===== config.mk =====
export PLATFORM = sky130hd
export DESIGN_NAME = spi_top
export DESIGN_NICKNAME = d
export VERILOG_FILES = /design/src/logic/spi_pkg.sv /design/src/logic/spi_lane_if.sv /design/src/logic/spi_lane.sv /design/src/logic/spi_top.sv
export SDC_FILE = /design/constraint.sdc
export NUM_CORES = 1
export LEC_CHECK = 0
export ABC_CLOCK_PERIOD_IN_PS = 5660
export BUFFER_PORTS_ARGS = -buffer_cell sky130_fd_sc_hd__buf_2
export CAP_MARGIN = 15
export CORE_MARGIN = 2
export CORE_UTILIZATION = 34
export CTS_CLUSTER_DIAMETER = 50
export CTS_CLUSTER_SIZE = 16
export DETAILED_ROUTE_END_ITERATION = 7
export PLACE_DENSITY = 0.86
export SLEW_MARGIN = 5
export SYNTH_ARGS = -nofsm -noshare
export SYNTH_HDL_FRONTEND = slang
export SYNTH_SLANG_ARGS = --single-unit

===== constraint.sdc =====
create_clock -name ref_clk -period 5.66 [get_ports ref_clk]
set_input_delay 1.132 -clock ref_clk [delete_from_list [all_inputs] [get_ports ref_clk]]
set_output_delay 1.132 -clock ref_clk [all_outputs]
set_load 0.05 [all_outputs]

===== src/logic/spi_pkg.sv =====
// Package for the serial pin inversion and select block.
// Assumes a 32-bit APB register bus, one 10 MHz clock, synchronous reset.
package spi_pkg;
  // Register index; it counts words, so the byte address is four times it
  localparam logic [15:0] SPI_CTRL_INDEX       = 16'hff91;
  localparam logic [31:0] SPI_CTRL_ADDR        = {14'h0000, SPI_CTRL_INDEX, 2'b00};
  // Value after reset
  localparam logic [7:0]  SPI_CTRL_RESET       = 8'hc0;
  // Bits that always read as one
  localparam logic [7:0]  SPI_CTRL_FIXED_ONES  = 8'hc0;
  // Field positions
  localparam int          SPI_RX_FIRST_INV_BIT = 0;
  localparam int          SPI_TX_FIRST_INV_BIT = 1;
  localparam int          SPI_RX_SECOND_INV_BIT = 2;
  localparam int          SPI_TX_SECOND_INV_BIT = 3;
  localparam int          SPI_FIRST_SEL_BIT    = 4;
  localparam int          SPI_SECOND_SEL_BIT   = 5;
  // Number of serial channels
  localparam int          SPI_CHANNELS         = 2;
endpackage


===== src/logic/spi_lane_if.sv =====
// Interface carrying the per-channel pin data between the top and the lane module.
// Assumes both ends run on the same clock.
`timescale 1ns/1ps
interface spi_lane_if;
  logic [1:0] rx_pin;     // Raw receive pin levels
  logic [1:0] rx_unit;    // Receive data toward the serial units
  logic [1:0] tx_unit;    // Transmit data from the serial units
  logic [1:0] tx_pin;     // Transmit data toward the pins
  logic [1:0] rx_inv;     // Receive inversion controls
  logic [1:0] tx_inv;     // Transmit inversion controls
  modport top  (output rx_pin, tx_unit, rx_inv, tx_inv, input rx_unit, tx_pin);
  modport lane (input rx_pin, tx_unit, rx_inv, tx_inv, output rx_unit, tx_pin);
endinterface


===== src/logic/spi_lane.sv =====
// Per-channel inversion of receive and transmit data.
// Assumes the controls come from registered state in the top.
`timescale 1ns/1ps
module spi_lane
  import spi_pkg::*;
(
  spi_lane_if.lane lanes
);
  // One complement stage per channel; combinational so the pin sees no extra delay
  genvar ch;
  generate
    for (ch = 0; ch < SPI_CHANNELS; ch++)
    begin : g_ch
      assign lanes.rx_unit[ch] = lanes.rx_pin[ch] ^ lanes.rx_inv[ch];
      assign lanes.tx_pin[ch]  = lanes.tx_unit[ch] ^ lanes.tx_inv[ch];
    end
  endgenerate
endmodule


===== src/logic/spi_top.sv =====
// Serial pin inversion and shared-pin select, with an APB register slave.
// Assumes APB signals and pins synchronous to ref_clk; the serial units are elsewhere.
//
// Notes on behaviour
// - Bit 0 inverts first receive data
// - Bit 1 inverts first transmit data
// - Bit 2 inverts second receive data
// - Bit 3 inverts second transmit data
// - Bit 4 routes first transmit to pin
// - Bit 5 routes second transmit to pin
// - Reset loads control register with c0
// - Second select routes pin; enable after select
// - Bits 7 and 6 read one, unwritable
`timescale 1ns/1ps
module spi_top
  import spi_pkg::*;
(
  input  wire logic        ref_clk,             // System clock, 10 MHz
  input  wire logic        reset,               // Synchronous reset, active high
  input  wire logic        clk_en,              // Freezes all state while low unless reset is high
  input  wire logic        psel,                // APB select
  input  wire logic        penable,             // APB access phase
  input  wire logic        pwrite,              // APB direction
  input  wire logic [31:0] paddr,               // APB byte address
  input  wire logic [31:0] pwdata,              // APB write data
  input  wire logic [3:0]  pstrb,               // APB byte strobes
  output logic             pready,              // APB ready
  output logic [31:0]      prdata,              // APB read data
  output logic             pslverr,             // APB error, unmapped address
  input  wire logic        first_receive_pin,   // First channel receive pin
  input  wire logic        second_receive_pin,  // Second channel receive pin
  output logic             first_rx_data,       // First receive data to serial unit
  output logic             second_rx_data,      // Second receive data to serial unit
  input  wire logic        first_tx_data,       // First serial unit transmit data
  input  wire logic        second_tx_data,      // Second serial unit transmit data
  input  wire logic        port3_bit5_out,      // Port output data for shared pin one
  input  wire logic        port3_bit5_oe,       // Port output enable for shared pin one
  input  wire logic        port4_bit2_out,      // Port output data for shared pin two
  input  wire logic        port4_bit2_oe,       // Port output enable for shared pin two
  input  wire logic        first_transmit_pin_in,  // Level seen on shared pin one
  input  wire logic        second_transmit_pin_in, // Level seen on shared pin two
  output logic             first_transmit_pin_out, // Drive for shared pin one
  output logic             first_transmit_pin_oe,  // Enable for shared pin one
  output logic             second_transmit_pin_out, // Drive for shared pin two
  output logic             second_transmit_pin_oe,  // Enable for shared pin two
  output logic             port3_bit5_in,       // Shared pin one level back to port
  output logic             port4_bit2_in,       // Shared pin two level back to port
  output logic [7:0]       serial_pin_inversion_control // Current control byte
);
  logic [7:0]  ctrl_reg;       // Control register
  logic [7:0]  ctrl_next;      // Its next value
  logic [31:0] rdata_reg;      // Read data flop
  logic [31:0] rdata_next;     // Its next value
  logic        hit;            // Address matches the control register
  logic        access;         // APB access phase
  logic        wr_en;          // Write to the control register this cycle
  logic        rd_ask;         // Read waiting for its data to be captured
  logic        rd_fresh_reg;   // Read data captured, transfer may complete
  logic        rd_fresh_next;  // Its next value
  // Named control fields
  logic        rx_first_invert;       // Invert first receive data
  logic        tx_first_invert;       // Invert first transmit data
  logic        rx_second_invert;      // Invert second receive data
  logic        tx_second_invert;      // Invert second transmit data
  logic        first_tx_pin_select;   // Shared pin one carries first transmit
  logic        second_tx_pin_select;  // Shared pin two carries second transmit
  spi_lane_if  lanes();        // Link to the inversion lanes

  // Address decode; only one word is mapped
  always_comb
  begin
    access = psel & penable;
    if (paddr == SPI_CTRL_ADDR)
    begin
      hit = 1'b1;
    end
    else
    begin
      hit = 1'b0;
    end
  end

  // Write strobe: a setup cycle alone never changes the register
  assign wr_en   = access & pwrite & hit & pstrb[0];
  // A read asks for capture until its data flop has been loaded
  assign rd_ask  = psel & ~pwrite & ~rd_fresh_reg;
  // Writes need no wait; a read waits until its data flop holds the word.
  // If the clock enable froze the setup edge, the read is held back a cycle
  // instead of handing over stale data. A low clock enable stalls everything.
  assign pready  = clk_en & (pwrite | rd_fresh_reg);
  // Only one word is mapped; anything else is answered with an error
  assign pslverr = access & ~hit;

  // Next control value; byte lane 0 only, top two bits forced to one
  always_comb
  begin
    ctrl_next = ctrl_reg;
    // Only byte lane 0 carries the register; other lanes are ignored
    if (wr_en)
    begin
      ctrl_next = pwdata[7:0] | SPI_CTRL_FIXED_ONES;
    end
  end

  // Read data: fixed ones plus stored bits, zero above the byte
  always_comb
  begin
    rdata_next = rdata_reg;
    // Capture once per read, in its first enabled cycle
    if (rd_ask)
    begin
      if (hit)
      begin
        rdata_next = {24'h000000, ctrl_next | SPI_CTRL_FIXED_ONES};
      end
      else
      begin
        rdata_next = 32'h00000000;  // Unmapped reads return zero
      end
    end
  end

  // Read capture flag: set once the word is loaded, cleared as the transfer ends
  always_comb
  begin
    rd_fresh_next = rd_fresh_reg;
    if (access && pready)
    begin
      rd_fresh_next = 1'b0;  // Transfer taken, next read captures afresh
    end
    else if (rd_ask)
    begin
      rd_fresh_next = 1'b1;  // Data flop loads at this edge
    end
  end

  // Control register; writes land at the access edge, so lanes see them next cycle
  always_ff @(posedge ref_clk)
  begin
    if (reset)
    begin
      ctrl_reg <= SPI_CTRL_RESET;
    end
    else if (clk_en)
    begin
      ctrl_reg <= ctrl_next;
    end
  end

  // Read path flops; outside reset, frozen with everything else while the clock enable is low
  always_ff @(posedge ref_clk)
  begin
    if (reset)
    begin
      rdata_reg    <= 32'h00000000;
      rd_fresh_reg <= 1'b0;
    end
    else if (clk_en)
    begin
      rdata_reg    <= rdata_next;
      rd_fresh_reg <= rd_fresh_next;
    end
  end

  assign prdata                       = rdata_reg;
  assign serial_pin_inversion_control = ctrl_reg;

  // Control fields, named once so the muxes below read plainly
  assign rx_first_invert      = ctrl_reg[SPI_RX_FIRST_INV_BIT];
  assign tx_first_invert      = ctrl_reg[SPI_TX_FIRST_INV_BIT];
  assign rx_second_invert     = ctrl_reg[SPI_RX_SECOND_INV_BIT];
  assign tx_second_invert     = ctrl_reg[SPI_TX_SECOND_INV_BIT];
  assign first_tx_pin_select  = ctrl_reg[SPI_FIRST_SEL_BIT];
  assign second_tx_pin_select = ctrl_reg[SPI_SECOND_SEL_BIT];

  // Hook the lanes to the pins and controls
  assign lanes.rx_pin = {second_receive_pin, first_receive_pin};
  assign lanes.tx_unit = {second_tx_data, first_tx_data};
  assign lanes.rx_inv = {rx_second_invert, rx_first_invert};
  assign lanes.tx_inv = {tx_second_invert, tx_first_invert};

  spi_lane u_lane
  (
    .lanes (lanes.lane)
  );

  assign first_rx_data  = lanes.rx_unit[0];
  assign second_rx_data = lanes.rx_unit[1];

  // Shared pin one: serial transmit when selected, else ordinary port I/O.
  // The transmitter drives whenever selected, so the enable bit ordering is software's job.
  always_comb
  begin
    if (first_tx_pin_select)
    begin
      first_transmit_pin_out = lanes.tx_pin[0];
      first_transmit_pin_oe  = 1'b1;
    end
    else
    begin
      first_transmit_pin_out = port3_bit5_out;
      first_transmit_pin_oe  = port3_bit5_oe;
    end
  end

  // Shared pin two, same scheme
  always_comb
  begin
    if (second_tx_pin_select)
    begin
      second_transmit_pin_out = lanes.tx_pin[1];
      second_transmit_pin_oe  = 1'b1;
    end
    else
    begin
      second_transmit_pin_out = port4_bit2_out;
      second_transmit_pin_oe  = port4_bit2_oe;
    end
  end

  // Port side always sees the pin level
  assign port3_bit5_in = first_transmit_pin_in;
  assign port4_bit2_in = second_transmit_pin_in;
endmodule


==> impl_metrics.yaml <==
yosys:
  async_reset_ff_share_pct: 0
  ys_ff_latch: 14
  synth_cell_types: 25
  synth_area_mm2: 0.001011
  synth_edf_count: 0
  synth_warnings: 0
  syn_inst: 120
  yosysSeqAreaShare_pct: 27.72
  synth_top_flop_cell: "dfxtp_1"
  avgSynthCellArea_um2: 8.425
detailed_routing:
  final_antenna_net_count: 0
  first_iter_violations: 9
  vias_per_cell: 4.463
  wl_mm: 2.289
  drtPass1Iterations: 4
  wire_per_inst_um: 10.50
  vias: 973
  drcViolationCount: 0
setup_path:
  end_kind: "output pin"
  reg2reg_slack_ps: 4500
  cp_max_fo: 9
  cp-start-kind: "input pin"
  crit_end: "pslverr"
  critPathLaunch: "paddr[1]"
  r2r_end: "prdata[0]"
  r2r-start: "rd_fresh_reg"
  critPathRequiredTime_ps: 4530
  rr_worst_depth: 4
  worst-setup-path-type: "input pin to output pin"
  crit_arrival_ps: 2600
die:
  die_h_um: 58.53
  dieArea_mm2: 0.003426
  die_x_um: 58.53
  coreArea_mm2: 0.002781
  num_rows: 19
  ios: 134
  initial_core_util_pct: 36.35
place:
  place_inst: 215
  postPlaceCellArea_mm2: 0.001266
  gp_congestion: 0.6904
  dp_hpwl_mm: 1.874
  io_buffers: 74
grt:
  antenna_found_initial: 0
  grt_pass1_wl_mm: 3.574
  grt_overflow: 0
  grt_pass1_vias: 856
  grt_max_degree: 21
  gr-usage-all-layers_pct: 12.92
timing:
  fin_crit_ps: 3729
  tns_ps: 0
  grt_setup_unrepaired: "no"
  fin_worst_skew_ps: 3.119
  relSlewSlack_pct: 65.82
  worst_slew_pin_slew_ps: 508.9
  hold_viol: 0
  fin_crit_sh_pct: 65.88
  finalMaxSlewViolations: 0
  setup-violations-final: 0
  timing.fmax_ghz: 0.2682
power:
  vdd_drop_max_uv: 112.8
  p_per_area_mw_per_mm2: 183.4
  leakagePower_uw: 0.0006773
final_layout:
  design_area_mm2: 0.001289
  insertedDiodeCount: 0
  largest_reg_flops: 7
  final_cells: 218
  nets: 273
  area_growth_pct: 27.48
  fill_cells: 303
  drive_gt1_share_pct: 43.85
cts:
  clk_latency_ps: 280
  cts-root-buf: "clkbuf_4"
  clkTransAtPathRegs_ps: 80
  clock-sinks: 14
  cts_resized: 0
  cts_tree: "done"
  htree_levels: 1
  cts_setup_buffers: 0
  ctsHoldBuffers: 0
  ctsLongestPathBuffers: 2
  cts_buffers: 3
hold_path:
  hp-class: "flop to flop"
run:
  max-cap-violations: 0
status:
  outcome: "completed"
## layer usage
metal,track usage (%),share of wire (%),wire [um]
met5,0,0,0
met4,3.987,1.5,35
met3,1.319,6.5,148
met2,25.84,53,1223
met1,13.90,39,882
## cell type report
type / instances / area [um2] / share of cell area [%]
Timing Repair Buffer: 74 / 370.4 / 28.74
Multi-Input combinational cell: 96 / 576.8 / 44.76
Clock buffer: 3 / 22.52 / 1.748
Tap cell: 31 / 38.79 / 3.010
Sequential cell: 14 / 280.3 / 21.75
## cell usage in the layout (no fill, tap or decap)
cell type,n
a21oi_1,11
and2_1,1
and3_1,2
and4_1,2
buf_2,74
clkbuf_4,3
conb_1,26
dfxtp_1,14
mux2i_1,6
nand2_1,8
nand2b_1,13
nand3_1,2
nand4_1,7
nand4b_4,1
nor2_1,3
nor2b_1,1
nor4_1,3
nor4_4,1
nor4bb_1,1
or2_2,2
or4b_1,1
or4b_4,1
xnor2_1,2
xor2_1,2
## where the power goes
| part | leakage [uW] | total, uW | switching, uW | internal, uW |
|---|---|---|---|---|
| Sequential | 0.000113 | 98.9 | 0.173 | 98.7 |
| Clock | 0.0000138 | 55.3 | 30.6 | 24.7 |
| Combinational | 0.000551 | 82.1 | 61.5 | 20.7 |
## kinds of logic (layout without fill, tap and decap cells)
logic type	after synthesis	in the layout	share of synthesized area (%)
AO/OA/AOI/OAI	11	11	5.445
XOR/XNOR	4	4	3.466
multiplexers	6	6	5.941
other	2	26	0.7429
AND/OR/NAND/NOR	49	49	32.55
flip-flops	14	14	27.72
buffers and inverters	34	77	24.13
## synthesized netlist by cell type (all sizes together) (2+ instances only)
cell type  instances  area, um2
nand4              7      43.79
nand3              2      10.01
nor4               4      40.04
and4               2      17.52
a21oi             11      55.05
conb               2      7.510
nand2b            13      81.33
or4b               2      23.77
or2                2      12.51
buf               30      229.0
nand2              8      30.03
and3               2      12.51
dfxtp             14      280.3
xnor2              2      17.52
nor2               3      11.26
clkbuf             4      15.01
xor2               2      17.52
mux2i              6      60.06
## how the worst min path moves through the flow
stage,start,endpoint,slack [ps],cells after the start
floorplan,rd_fresh_reg,rd_fresh_reg,450,2
global placement,prdata[4],prdata[4],440,2
detailed placement,prdata[0],prdata[0],440,2
CTS,prdata[0],prdata[0],450,2
global route,prdata[1],prdata[1],480,2
finish,prdata[0],prdata[0],450,2
## critical path, stage by stage
cell     delay, ps
buf_2          100
or4b_4         530
nor4_4         470
a21oi_1        130
buf_2          230
## stage by stage
| step | setup slack [ps] | hold WS [ps] | utilization (%) | total power [uW] |
|---|---|---|---|---|
| 4_1_cts | 1906 | 454.4 | 46.33 | 238.4 |
| 5_1_grt | 1870 | 475.8 | 46.33 | 247.0 |
| 2_1_floorplan | 2094 | 449.9 | - | 178.8 |
| 6_report | 1931 | 450.5 | 46.33 | 236.3 |
| 3_3_place_gp | 1905 | 438.0 | 45.52 | 182.4 |
| 3_5_place_dp | 1910 | 442.4 | 45.52 | 183.3 |
No activity file was read; power rests on OpenSTA's default activity.
